**src/lpw_pkg.sv**
```systemverilog
/*
 package for the low-power wake configuration register block.
 assumes a 20 mhz core clock and spi-framed 32-bit commands.
*/
package lpw_pkg;
	// ----------------------------------------
	// frame layout
	// ----------------------------------------
	localparam int LPW_FRAME_BITS = 32;
	localparam int LPW_ADDR_MSB = 31;
	localparam int LPW_ADDR_LSB = 25;
	localparam int LPW_RW_BIT = 24;
	localparam int LPW_FAULT_BIT = 23;
	localparam int LPW_INT_BIT = 22;
	localparam int LPW_BG_CHANNELS = 8;
	localparam int LPW_GO_CHANNELS = 14;
	// ----------------------------------------
	// register addresses (7-bit)
	// ----------------------------------------
	localparam logic [6:0] LPW_ADDR_WAKE_BG = 7'h10;
	localparam logic [6:0] LPW_ADDR_WAKE_GO = 7'h11;
	localparam logic [6:0] LPW_ADDR_CMP_BG = 7'h12;
	localparam logic [6:0] LPW_ADDR_CMP_GO = 7'h13;
	// ----------------------------------------
	// reset values
	// ----------------------------------------
	localparam logic [7:0] LPW_RST_WAKE_BG = 8'hff;
	localparam logic [13:0] LPW_RST_WAKE_GO = 14'h3fff;
	localparam logic [7:0] LPW_RST_CMP_BG = 8'h00;
	localparam logic [13:0] LPW_RST_CMP_GO = 14'h0000;
	// ----------------------------------------
	// decoded command carrier
	// ----------------------------------------
	typedef struct packed {
		logic [6:0] addr;
		logic write;
		logic [23:0] data;
	} lpw_cmd_type;
	// channel state carrier
	typedef struct packed {
		logic [13:0] go;
		logic [7:0] bg;
	} lpw_chan_type;
	// ----------------------------------------
	// helpers
	// ----------------------------------------
	function automatic lpw_cmd_type lpw_decode(input logic [31:0] frame);
		lpw_cmd_type c;
		c.addr = frame[LPW_ADDR_MSB:LPW_ADDR_LSB];
		c.write = frame[LPW_RW_BIT];
		c.data = frame[23:0];
		return c;
	endfunction
endpackage

```
**src/lpw_spi_shift.sv**
```systemverilog
/*
 spi slave shifter: 32-bit frame in, 24-bit answer out on the next frame.
 assumes sclk, cs and mosi already synchronous to core_clk, spi mode 0.
*/
`timescale 1ns/10ps
`default_nettype none
module lpw_spi_shift import lpw_pkg::*; (
	// clock and reset
	input wire logic core_clk,
	input wire logic rst_n,
	// spi pins
	input wire logic spi_cs_n,
	input wire logic spi_sclk,
	input wire logic spi_mosi,
	output logic spi_miso,
	// frame side
	input wire logic [23:0] reply_word,
	output logic frame_done,
	output logic [31:0] frame_data
);
	logic sclk_d; // previous sclk
	logic [31:0] shift_in; // incoming bits
	logic [5:0] bit_count; // bits seen this frame
	logic [31:0] shift_out; // outgoing bits
	logic cs_d; // previous select
	wire rise = spi_sclk & ~sclk_d;
	wire fall = ~spi_sclk & sclk_d;

	// edge history
	always_ff @(posedge core_clk or negedge rst_n) begin
		if (!rst_n) begin
			sclk_d <= 1'b0;
			cs_d <= 1'b1;
		end else begin
			sclk_d <= spi_sclk;
			cs_d <= spi_cs_n;
		end
	end

	// receive path, frame taken on cs rising after 32 bits
	always_ff @(posedge core_clk or negedge rst_n) begin
		if (!rst_n) begin
			shift_in <= 32'h0000_0000;
			bit_count <= 6'h00;
			frame_done <= 1'b0;
			frame_data <= 32'h0000_0000;
		end else begin
			frame_done <= 1'b0;
			if (spi_cs_n) begin
				// frame end, only exact 32-bit frames count
				if (!cs_d && bit_count == 6'h20) begin
					frame_done <= 1'b1;
					frame_data <= shift_in;
				end
				bit_count <= 6'h00;
			end else if (rise) begin
				shift_in <= {shift_in[30:0], spi_mosi};
				if (bit_count != 6'h3f) begin
					bit_count <= bit_count + 6'h01;
				end
			end
		end
	end

	// transmit path, answer loaded at select fall
	always_ff @(posedge core_clk or negedge rst_n) begin
		if (!rst_n) begin
			shift_out <= 32'h0000_0000;
			spi_miso <= 1'b0;
		end else if (cs_d && !spi_cs_n) begin
			shift_out <= {reply_word, 8'h00};
			spi_miso <= reply_word[23];
		end else if (!spi_cs_n && fall) begin
			shift_out <= {shift_out[30:0], 1'b0};
			spi_miso <= shift_out[30];
		end
	end
endmodule
`default_nettype wire

```
**src/lpw_wake_detect.sv**
```systemverilog
/*
 wake detector: watches channel states in low-power mode.
 assumes channel states are synchronous and lp_tick is a one-cycle pulse.
*/
`timescale 1ns/10ps
`default_nettype none
module lpw_wake_detect import lpw_pkg::*; (
	// clock and reset
	input wire logic core_clk,
	input wire logic rst_n,
	// control
	input wire logic low_power_mode,
	input wire logic lp_tick,
	input wire lpw_chan_type wake_en,
	input wire lpw_chan_type cmp_only,
	input wire lpw_chan_type chan_state,
	// result
	output logic wake_event
);
	lpw_chan_type last_state; // state at previous sample
	lpw_chan_type sample_en; // channels looked at this cycle
	// comparator-only channels sample every cycle, polled ones on tick
	always_comb begin
		sample_en = cmp_only | (lp_tick ? 22'h3fffff : 22'h000000);
	end

	// change detection, only enabled channels wake
	always_ff @(posedge core_clk or negedge rst_n) begin
		if (!rst_n) begin
			last_state <= 22'h000000;
			wake_event <= 1'b0;
		end else begin
			wake_event <= 1'b0;
			if (!low_power_mode) begin
				last_state <= chan_state;
			end else begin
				last_state <= (chan_state & sample_en) | (last_state & ~sample_en);
				wake_event <= |((chan_state ^ last_state) & sample_en & wake_en);
			end
		end
	end
endmodule
`default_nettype wire

```
**src/lpw_regs.sv**
```systemverilog
/*
 low-power wake configuration registers reached over spi.
 assumes synchronous pins, a core_clk of 20 mhz, an lp tick from outside.
*/
// Overview of operation
// - enabled battery-or-ground channel change wakes device
// - enabled ground-only channel change wakes device
// - disabled channel never wakes device
// - wake enables writable any time in normal
// - wake enables reset to all ones
// - all wake enables zero stops polling timer
// - battery-or-ground comparator-only: comparator on, no current
// - ground-only comparator-only: comparator on, no current
// - comparator-only input follows signal, wakes on change
`timescale 1ns/10ps
`default_nettype none
module lpw_regs import lpw_pkg::*; (
	// clock and reset
	input wire logic core_clk,
	input wire logic rst_n,
	// spi pins
	input wire logic spi_cs_n,
	input wire logic spi_sclk,
	input wire logic spi_mosi,
	output logic spi_miso,
	// device status
	input wire logic low_power_mode,
	input wire logic lp_tick,
	input wire logic fault_status,
	input wire logic interrupt_flag,
	input wire logic [7:0] battery_or_ground_channel,
	input wire logic [13:0] ground_only_channel,
	// low-power controls
	output logic polling_timer_en,
	output logic [7:0] bg_polling_current_off,
	output logic [13:0] go_polling_current_off,
	output logic wake_request
);
	// ----------------------------------------
	// storage
	// ----------------------------------------
	logic [7:0] wake_enable_battery_ground_channels; // wake mask, bg
	logic [13:0] wake_enable_ground_channels; // wake mask, ground-only
	logic [7:0] comparator_only_battery_ground_channels; // cmp-only, bg
	logic [13:0] comparator_only_ground_channels; // cmp-only, ground-only
	logic frame_done; // full frame received
	logic [31:0] frame_data; // received frame
	logic [23:0] reply_word; // next answer
	logic wake_event; // detector output
	lpw_cmd_type cmd; // decoded frame
	lpw_chan_type wake_en; // packed masks
	lpw_chan_type cmp_only; // packed cmp masks
	lpw_chan_type chan_state; // packed inputs

	assign cmd = lpw_decode(frame_data);
	assign wake_en = {wake_enable_ground_channels, wake_enable_battery_ground_channels};
	assign cmp_only = {comparator_only_ground_channels, comparator_only_battery_ground_channels};
	assign chan_state = {ground_only_channel, battery_or_ground_channel};

	// ----------------------------------------
	// spi shifter
	// ----------------------------------------
	lpw_spi_shift u_shift (
		.core_clk(core_clk),
		.rst_n(rst_n),
		.spi_cs_n(spi_cs_n),
		.spi_sclk(spi_sclk),
		.spi_mosi(spi_mosi),
		.spi_miso(spi_miso),
		.reply_word(reply_word),
		.frame_done(frame_done),
		.frame_data(frame_data)
	);

	// ----------------------------------------
	// register writes
	// ----------------------------------------
	// wake enables, written only outside low-power mode
	always_ff @(posedge core_clk or negedge rst_n) begin
		if (!rst_n) begin
			wake_enable_battery_ground_channels <= LPW_RST_WAKE_BG;
			wake_enable_ground_channels <= LPW_RST_WAKE_GO;
		end else if (frame_done && cmd.write && !low_power_mode) begin
			if (cmd.addr == LPW_ADDR_WAKE_BG) begin
				wake_enable_battery_ground_channels <= cmd.data[7:0];
			end
			if (cmd.addr == LPW_ADDR_WAKE_GO) begin
				wake_enable_ground_channels <= cmd.data[13:0];
			end
		end
	end

	// comparator-only masks
	always_ff @(posedge core_clk or negedge rst_n) begin
		if (!rst_n) begin
			comparator_only_battery_ground_channels <= LPW_RST_CMP_BG;
			comparator_only_ground_channels <= LPW_RST_CMP_GO;
		end else if (frame_done && cmd.write && !low_power_mode) begin
			if (cmd.addr == LPW_ADDR_CMP_BG) begin
				comparator_only_battery_ground_channels <= cmd.data[7:0];
			end
			if (cmd.addr == LPW_ADDR_CMP_GO) begin
				comparator_only_ground_channels <= cmd.data[13:0];
			end
		end
	end

	// ----------------------------------------
	// reply word
	// ----------------------------------------
	// answer for next frame: status bits plus addressed contents
	always_ff @(posedge core_clk or negedge rst_n) begin
		if (!rst_n) begin
			reply_word <= 24'h000000;
		end else if (frame_done) begin
			reply_word[LPW_FAULT_BIT] <= fault_status;
			reply_word[LPW_INT_BIT] <= interrupt_flag;
			case (cmd.addr)
				LPW_ADDR_WAKE_BG: reply_word[21:0] <= {14'h0000, wake_enable_battery_ground_channels};
				LPW_ADDR_WAKE_GO: reply_word[21:0] <= {8'h00, wake_enable_ground_channels};
				LPW_ADDR_CMP_BG: reply_word[21:0] <= {14'h0000, comparator_only_battery_ground_channels};
				LPW_ADDR_CMP_GO: reply_word[21:0] <= {8'h00, comparator_only_ground_channels};
				default: reply_word[21:0] <= 22'h000000;
			endcase
		end
	end

	// ----------------------------------------
	// low-power controls
	// ----------------------------------------
	// polling timer off when no channel may wake
	always_ff @(posedge core_clk or negedge rst_n) begin
		if (!rst_n) begin
			polling_timer_en <= 1'b1;
		end else begin
			polling_timer_en <= |wake_en;
		end
	end

	// polling current suppressed on comparator-only channels in lpm
	always_ff @(posedge core_clk or negedge rst_n) begin
		if (!rst_n) begin
			bg_polling_current_off <= 8'h00;
			go_polling_current_off <= 14'h0000;
		end else begin
			bg_polling_current_off <= low_power_mode ? comparator_only_battery_ground_channels : 8'h00;
			go_polling_current_off <= low_power_mode ? comparator_only_ground_channels : 14'h0000;
		end
	end

	// ----------------------------------------
	// wake detection
	// ----------------------------------------
	lpw_wake_detect u_wake (
		.core_clk(core_clk),
		.rst_n(rst_n),
		.low_power_mode(low_power_mode),
		.lp_tick(lp_tick & polling_timer_en),
		.wake_en(wake_en),
		.cmp_only(cmp_only),
		.chan_state(chan_state),
		.wake_event(wake_event)
	);

	// registered wake request
	always_ff @(posedge core_clk or negedge rst_n) begin
		if (!rst_n) begin
			wake_request <= 1'b0;
		end else begin
			wake_request <= wake_event;
		end
	end

	// ----------------------------------------
	// checks
	// ----------------------------------------
	property p_timer_off;
		@(posedge core_clk) disable iff (!rst_n)
		(wake_en == 22'h000000) |=> !polling_timer_en;
	endproperty
	a_timer_off: assert property (p_timer_off) else $error("polling timer runs with no wake channel");

	property p_no_lpm_write;
		@(posedge core_clk) disable iff (!rst_n)
		low_power_mode |=> $stable(wake_en) || !$past(low_power_mode);
	endproperty
	a_no_lpm_write: assert property (p_no_lpm_write) else $error("wake mask changed in low power");

	property p_wake_bg;
		@(posedge core_clk) disable iff (!rst_n)
		(frame_done && cmd.write && !low_power_mode && cmd.addr == LPW_ADDR_WAKE_BG)
			|=> wake_enable_battery_ground_channels == $past(frame_data[7:0]);
	endproperty
	a_wake_bg: assert property (p_wake_bg) else $error("bg wake write lost");

	property p_wake_go;
		@(posedge core_clk) disable iff (!rst_n)
		(frame_done && cmd.write && !low_power_mode && cmd.addr == LPW_ADDR_WAKE_GO)
			|=> wake_enable_ground_channels == $past(frame_data[13:0]);
	endproperty
	a_wake_go: assert property (p_wake_go) else $error("ground-only wake write lost");

	property p_reply_status;
		@(posedge core_clk) disable iff (!rst_n)
		frame_done |=> reply_word[23] == $past(fault_status) && reply_word[22] == $past(interrupt_flag);
	endproperty
	a_reply_status: assert property (p_reply_status) else $error("reply status bits wrong");

	property p_no_wake_masked;
		@(posedge core_clk) disable iff (!rst_n)
		(wake_en == 22'h000000) [*2] |=> !wake_request;
	endproperty
	a_no_wake_masked: assert property (p_no_wake_masked) else $error("wake without enabled channel");

	property p_cmp_wake;
		@(posedge core_clk) disable iff (!rst_n)
		(low_power_mode && $past(low_power_mode) && |((chan_state ^ $past(chan_state)) & cmp_only & wake_en))
			|=> ##1 wake_request;
	endproperty
	a_cmp_wake: assert property (p_cmp_wake) else $error("comparator-only change missed");

	property p_current_off;
		@(posedge core_clk) disable iff (!rst_n)
		low_power_mode |=> bg_polling_current_off == $past(comparator_only_battery_ground_channels)
			&& go_polling_current_off == $past(comparator_only_ground_channels);
	endproperty
	a_current_off: assert property (p_current_off) else $error("polling current not suppressed");

	// polling current applied to every channel in normal mode
	property p_current_normal;
		@(posedge core_clk) disable iff (!rst_n)
		!low_power_mode |=> bg_polling_current_off == 8'h00 && go_polling_current_off == 14'h0000;
	endproperty
	a_current_normal: assert property (p_current_normal) else $error("current off outside low power");

	// polling timer runs while any channel may wake
	property p_timer_on;
		@(posedge core_clk) disable iff (!rst_n)
		(wake_en != 22'h000000) |=> polling_timer_en;
	endproperty
	a_timer_on: assert property (p_timer_on) else $error("polling timer stopped with a wake channel");

	// comparator masks frozen while in low power
	property p_cmp_frozen;
		@(posedge core_clk) disable iff (!rst_n)
		low_power_mode |=> $stable(cmp_only);
	endproperty
	a_cmp_frozen: assert property (p_cmp_frozen) else $error("comparator mask changed in low power");

	// bg comparator-only write lands one cycle after the frame
	property p_cmp_bg;
		@(posedge core_clk) disable iff (!rst_n)
		(frame_done && cmd.write && !low_power_mode && cmd.addr == LPW_ADDR_CMP_BG)
			|=> comparator_only_battery_ground_channels == $past(frame_data[7:0]);
	endproperty
	a_cmp_bg: assert property (p_cmp_bg) else $error("bg comparator-only write lost");

	// ground-only comparator-only write lands one cycle after the frame
	property p_cmp_go;
		@(posedge core_clk) disable iff (!rst_n)
		(frame_done && cmd.write && !low_power_mode && cmd.addr == LPW_ADDR_CMP_GO)
			|=> comparator_only_ground_channels == $past(frame_data[13:0]);
	endproperty
	a_cmp_go: assert property (p_cmp_go) else $error("ground-only comparator-only write lost");

	// reply carries the bg wake mask as it stood at frame end
	property p_reply_wake;
		@(posedge core_clk) disable iff (!rst_n)
		(frame_done && cmd.addr == LPW_ADDR_WAKE_BG)
			|=> reply_word[21:0] == {14'h0000, $past(wake_enable_battery_ground_channels)};
	endproperty
	a_reply_wake: assert property (p_reply_wake) else $error("reply data not the wake mask");

	// unmapped address gives zero data behind the status bits
	property p_reply_unmapped;
		@(posedge core_clk) disable iff (!rst_n)
		(frame_done && (cmd.addr < LPW_ADDR_WAKE_BG || cmd.addr > LPW_ADDR_CMP_GO))
			|=> reply_word[21:0] == 22'h000000;
	endproperty
	a_reply_unmapped: assert property (p_reply_unmapped) else $error("unmapped reply not zero");

	// no wake request raised from normal mode
	property p_no_wake_normal;
		@(posedge core_clk) disable iff (!rst_n)
		(!low_power_mode) [*2] |=> !wake_request;
	endproperty
	a_no_wake_normal: assert property (p_no_wake_normal) else $error("wake raised in normal mode");

	// enabled polled change seen on a tick wakes two cycles on
	property p_polled_wake;
		@(posedge core_clk) disable iff (!rst_n)
		(low_power_mode && lp_tick && polling_timer_en && |((chan_state ^ u_wake.last_state) & wake_en))
			|=> ##1 wake_request;
	endproperty
	a_polled_wake: assert property (p_polled_wake) else $error("polled channel change missed");

	// main scenarios reached
	c_frame: cover property (@(posedge core_clk) disable iff (!rst_n) frame_done && cmd.write);
	c_wake: cover property (@(posedge core_clk) disable iff (!rst_n) wake_request);
	c_timer_off: cover property (@(posedge core_clk) disable iff (!rst_n) !polling_timer_en);
	c_lpm_refused: cover property (@(posedge core_clk) disable iff (!rst_n) frame_done && cmd.write && low_power_mode);
	c_cmp_wake: cover property (@(posedge core_clk) disable iff (!rst_n) low_power_mode && wake_event && |(cmp_only & wake_en));
endmodule
`default_nettype wire

```
**config.mk**
```make
export PLATFORM = sky130hd
export DESIGN_NAME = lpw_regs
export DESIGN_NICKNAME = d
export VERILOG_FILES = /design/src/lpw_pkg.sv /design/src/lpw_spi_shift.sv /design/src/lpw_wake_detect.sv /design/src/lpw_regs.sv
export SDC_FILE = /design/constraint.sdc
export NUM_CORES = 1
export LEC_CHECK = 0
export ABC_AREA = 1
export ABC_CLOCK_PERIOD_IN_PS = 2400
export BUFFER_PORTS_ARGS = -buffer_cell sky130_fd_sc_hd__buf_4
export CORE_MARGIN = 4
export CORE_UTILIZATION = 40
export DETAILED_ROUTE_END_ITERATION = 16
export PLACE_DENSITY = 0.6
export SYNTH_ARGS = -nofsm -noshare
export SYNTH_HDL_FRONTEND = slang
export SYNTH_HIERARCHICAL = 1
export SYNTH_SLANG_ARGS = --single-unit
```
**constraint.sdc**
```tcl
create_clock -name core_clk -period 2.4 [get_ports core_clk]
set_clock_uncertainty 0.1 [all_clocks]
set_input_delay 0.48 -clock core_clk [delete_from_list [all_inputs] [get_ports core_clk]]
set_output_delay 0.48 -clock core_clk [all_outputs]
set_load 0.02 [all_outputs]
```
Word level (Yosys, flattened, before mapping)
Cells that the tools add are included.
{"block": "word_totals", "ff_bits": 220, "input_bits": 31, "out_inout_bits": 25, "wordCells": 76}
{"block": "classes", "addsub": 1, "n_eq_ne": 6, "mux": 15, "n_bitwise": 14, "n_reduce_logical": 20}
{"operator": "$and 22x22->22", "n": 4}
{"operator": "$mux 31", "n": 2}
{"operator": "$pmux 14 s4", "n": 1}
{"operator": "$mux 22", "n": 2}
{"operator": "$or 22x22->22", "n": 2}
{"operator": "$reduce_or 22->1", "n": 2}
{"operator": "$eq 7x5->1 const B", "n": 4}
{"operator": "$not 22->22", "n": 1}
{"operator": "$xor 22x22->22", "n": 1}
{"operator": "$mux 6", "n": 3}
{"operator": "$mux 14", "n": 1}
{"operator": "$reduce_and 2->1", "n": 7}
{"operator": "$mux 8", "n": 1}
{"operator": "$add 6x1->6 const B", "n": 1}
{"operator": "$eq 6x6->1 const B", "n": 1}
{"operator": "$ne 6x6->1 const B", "n": 1}
{"operator": "$reduce_bool 2->1", "n": 3}
{"operator": "$logic_and 1x1->1", "n": 5}
{"operator": "$mux 1", "n": 5}
{"operator": "$and 1x1->1", "n": 3}
{"operator": "$logic_not 1->1", "n": 3}
{"operator": "$not 1->1", "n": 3}

Depth between registers and ports, before layout
{"block": "depth", "depth_word": 7, "mapped_depth": 12, "ltp_nobuf": 10}

Cells and area by module
The synthesis kept the hierarchy.
{"mod": "lpw_spi_shift", "n_inst": 1, "cells_per_inst": 430, "area_each_um2": 4130.2, "seq_area_each_um2": 2428.6}
{"mod": "lpw_regs", "n_inst": 1, "cells_per_inst": 416, "area_each_um2": 3723.6, "seq_area_each_um2": 2130.8}
{"mod": "lpw_wake_detect", "n_inst": 1, "cells_per_inst": 279, "area_each_um2": 1671.6, "seq_area_each_um2": 575.6}

Worst setup path after synthesis
OpenSTA, ideal clock, no wires.
{"block": "synth_timing", "kind": "reg-to-reg", "startpoint": "register polling_timer_en", "endpoint": "register u_wake.wake_event", "setup_ns": 0.078, "arrival_ns": 1.393, "required_ns": 2.222, "path_slack_ns": 0.829, "stages_incl_launch_ff": 13, "path_buffers": 2, "synth_period_minus_slack_ns": 1.571, "cell_sequence": "dfstp_2 -> nand2_1 -> inv_1 -> buf_6 -> buf_6 -> nor2_1 -> nor2_1 -> nand3_1 -> nand2_1 -> inv_1 -> nand2_1 -> nor2_1 -> a21oi_1"}
{"block": "synth_via", "elab_chain_cells": 7}
{"element": "start: declaration", "line_no": "lpw_regs.sv:34", "text": "output logic polling_timer_en,"}
{"element": "start signal: assignment", "line_no": "lpw_regs.sv:136", "text": "polling_timer_en <= |wake_en;"}
{"element": "$and 1x1->1", "line_no": "lpw_regs.sv:158", "text": ".lp_tick(lp_tick & polling_timer_en),"}
{"element": "$mux 22", "line_no": "lpw_wake_detect.sv:24", "text": "sample_en = cmp_only | (lp_tick ? 22'h3fffff : 22'h000000);"}
{"element": "$or 22x22->22", "line_no": "lpw_wake_detect.sv:24"}
{"element": "$and 22x22->22 (2 in series)", "line_no": "lpw_wake_detect.sv:38", "text": "wake_event <= |((chan_state ^ last_state) & sample_en & wake_en);"}
{"element": "$reduce_or 22->1", "line_no": "lpw_wake_detect.sv:38"}
{"element": "$mux 1", "line_no": "lpw_wake_detect.sv:34", "text": "if (!low_power_mode) begin"}
{"element": "end signal: assignment", "line_no": "lpw_wake_detect.sv:38"}
{"element": "end: declaration", "line_no": "lpw_wake_detect.sv:18", "text": "output logic wake_event"}
Every way passes these cells.
A chain may end at the register's enable or synchronous reset.

Final worst setup path
{"block": "layout_timing", "startpoint": "register u_shift.frame_data[30]", "endpoint": "register comparator_only_battery_ground_channels[0]"}
{"block": "layout_via", "elab_chain_cells": 2}
{"element": "start: declaration", "line_no": "lpw_spi_shift.sv:19", "text": "output logic [31:0] frame_data"}
{"element": "start signal: assignment", "line_no": "lpw_spi_shift.sv:53", "text": "frame_data <= shift_in;"}
{"element": "$eq 7x5->1", "line_no": "lpw_regs.sv:99", "text": "if (cmd.addr == LPW_ADDR_CMP_BG) begin"}
{"element": "$reduce_and 2->1 (no source line)"}
{"element": "end signal: assignment", "line_no": "lpw_regs.sv:100", "text": "comparator_only_battery_ground_channels <= cmd.data[7:0];"}
{"element": "end: declaration", "line_no": "lpw_regs.sv:44", "text": "logic [7:0] comparator_only_battery_ground_channels;"}
Every way passes these cells.

==> flow_summary_export.csv <==
group,metric,value,unit
route,via_count,6938,
route,drc,0,
timing,finalCriticalPeriod,1850,ps
pwr,p_clk_share,39.8,%
flow_run,maxCapViolations,0,
setup_path,ff2ff_setup_slack,550,ps
global_routing,use_met3,3.37,%
clock_tree,cts_tree,"yes",
setup_path,crit_slowest_cell,"dfrtp_1",
global_routing,grt_max_degree,65,
setup_path,critPathMaxStageDelay,390,ps
global_routing,use_met1,23.9,%
clock_tree,clock_path_buffers,2,
timing,final_hold_viol_count,0,
final_layout,fillers,2191,
clock_tree,cts_resized,0,
die,die_h,159,µm
setup_path,path_class,"register to register",
die,initial_core_util,41.3,%
route,drtIter0Drc,508,
global_routing,grt_overflow,0,
outcome,status,"finished clean",
route,wl_per_cell,14.1,µm
timing,worstMarginPinSlew,688,ps
setup_path,crit_required,2670,ps
clock_tree,clk_latency,430,ps
timing,finalSetupViolations,0,
timing,slew_headroom,54.1,%
final_layout,layout-drive-gt1-share,17.6,%
setup_path,critical_path.most_common_cell,"nand2_1",
final_layout,diodes,0,
global_routing,track_usage,16.7,%
setup_path,worstSetupStartpointType,"register",
die,die_area,25300,µm²
final_layout,syn_to_final_growth,13.8,%
global_routing,busiest_layer,"met2",
place,io_buffers,55,
global_routing,antenna_found_initial,0,
clock_tree,hold_buffers,1,
yosys,synth_area,9110,µm²
setup_path,crit_chain,"inv_1 > nand2_1 > nor2_8 > buf_4 > nand2_2 > nor2_4 > nand2_1 > nand2_1",
clock_tree,h-tree-depth,4,
timing,fin_tns_setup,0,ps
place,gp_congestion,0.828,
min_path,min_path_type,"input port to register",
final_layout,fin_nets,1182,
route,ant_nets,0,
yosys,syn_inst,1094,
setup_path,crit_path_max_fanout,34,
timing,timing.final.crit_share,77.2,%
yosys,yosys_warnings,6,
clock_tree,clk_pin_slew_worst_paths,70,ps
timing,max_freq,540,MHz
clock_tree,cts_buffers,17,
clock_tree,cts.sinks,194,
pwr,p_int,0.00507,W
pwr,power.density,673,nW/µm²
global_routing,grt_pass1_vias,6631,
place,hpwl,13.9,mm
die,core,22100,µm²
pwr,swShare,27.3,%
die,ioPinCount,56,
clock_tree,root_buffer,"clkbuf_16",
yosys,syn_area_per_cell,8.33,µm²
route,via_per_inst,4.81,
timing,rsz0062_at_grt,"false",
die,die_x,159,µm
clock_tree,cts_setup_buffers,0,
pwr,p_comb_share,8.9,%
pwr,power_switching,0.00190,W
setup_path,cp.arrival,2120,ps
die,num_rows,54,
pwr,total_leakage_power,5.60,nW
route,firstDrtPassIters,5,
global_routing,met2_usage,26.1,%
route,totalWireLength,20.3,mm
pwr,max-vdd-ir-drop,414,µV
pwr,p_total,0.00698,W
global_routing,grt_pass1_wl,34.8,mm
setup_path,critPathCaptureType,"register",
timing,slew_violations,0,
pwr,power_frac_seq,51.3,%
[power by group through the flow]
stage	Sequential [W]	Combinational [W]	Clock, W
finish	0.00358	0.000618	0.00278
global route	0.00360	0.000732	0.00298
CTS	0.00358	0.000634	0.00285
detailed placement	0.00364	0.000630	0
floorplan	0.00363	0.000391	0
global placement	0.00364	0.000622	0
[layout make-up]
type / instances / area, µm² / area share (%)
clock buffer: 17 / 425 / 4.10
inverter: 151 / 567 / 5.47
sequential: 194 / 4880 / 47.1
clock inverter: 15 / 141 / 1.36
timing repair buffer: 70 / 597 / 5.75
multi-input combinational: 715 / 3410 / 32.8
tap: 280 / 350 / 3.38
[metal layers]
metal	vias up	share of wire, %
met5	-	0
met1	3283	48
met2	114	47
met3	17	3.6
li1	3524	-
met4	0	1.4
[path summary, 6_finish.rpt]
path / start / to / cells past startpoint
setup / recovery: u_shift/frame_data[30]$_DFFE_PN0P_ / comparator_only_battery_ground_channels[0]$_DFFE_PN0P_ / 8
max in group asynchronous: rst_n / wake_enable_battery_ground_channels[1]$_DFFE_PN1P_ / 3
setup reg to reg: u_shift/frame_data[30]$_DFFE_PN0P_ / comparator_only_battery_ground_channels[0]$_DFFE_PN0P_ / 8
hold reg to reg: u_wake/wake_event$_DFF_PN0_ / wake_request$_DFF_PN0_ / 0
min in group asynchronous: rst_n / bg_polling_current_off[5]$_DFF_PN0_ / 2
hold / removal: spi_sclk / u_shift/sclk_d$_DFF_PN0_ / 1
[stage by stage]
stage	cells	util, %	worst slack (ps)	hold WS (ps)	instance area (µm²)
detailed placement	1409	44.3	513	286	9790
global placement	1409	44.3	523	269	9790
floorplan	1101	-	829	84.4	9140
global route	1442	46.9	398	41.9	10400
CTS	1442	46.9	557	39.5	10400
finish	1442	46.9	547	57.5	10400
[critical path: cells and delay by family (launching register included)]
kind                   cells  cell delay [ps]
buffers and inverters      2              410
DFF                        1              390
and+or+nand+nor            6              860
[placed cells by master (no fill, tap or decap), types with 5 or more instances in the layout]
master / count
nand2_2: 24
nor2_4: 5
dfrtp_1: 170
nand3_1: 71
o21ai_2: 23
buf_4: 63
o21ai_1: 10
nor4_1: 9
buf_12: 5
inv_6: 5
o21ai_0: 77
dfstp_2: 24
inv_1: 145
conb_1: 8
nand2_4: 5
or2_2: 5
nand4_1: 5
a21oi_1: 22
inv_2: 6
o22ai_1: 6
a31oi_1: 11
nor2_1: 67
clkbuf_16: 17
nand2_1: 346
Power figures use the tool's default switching activity.
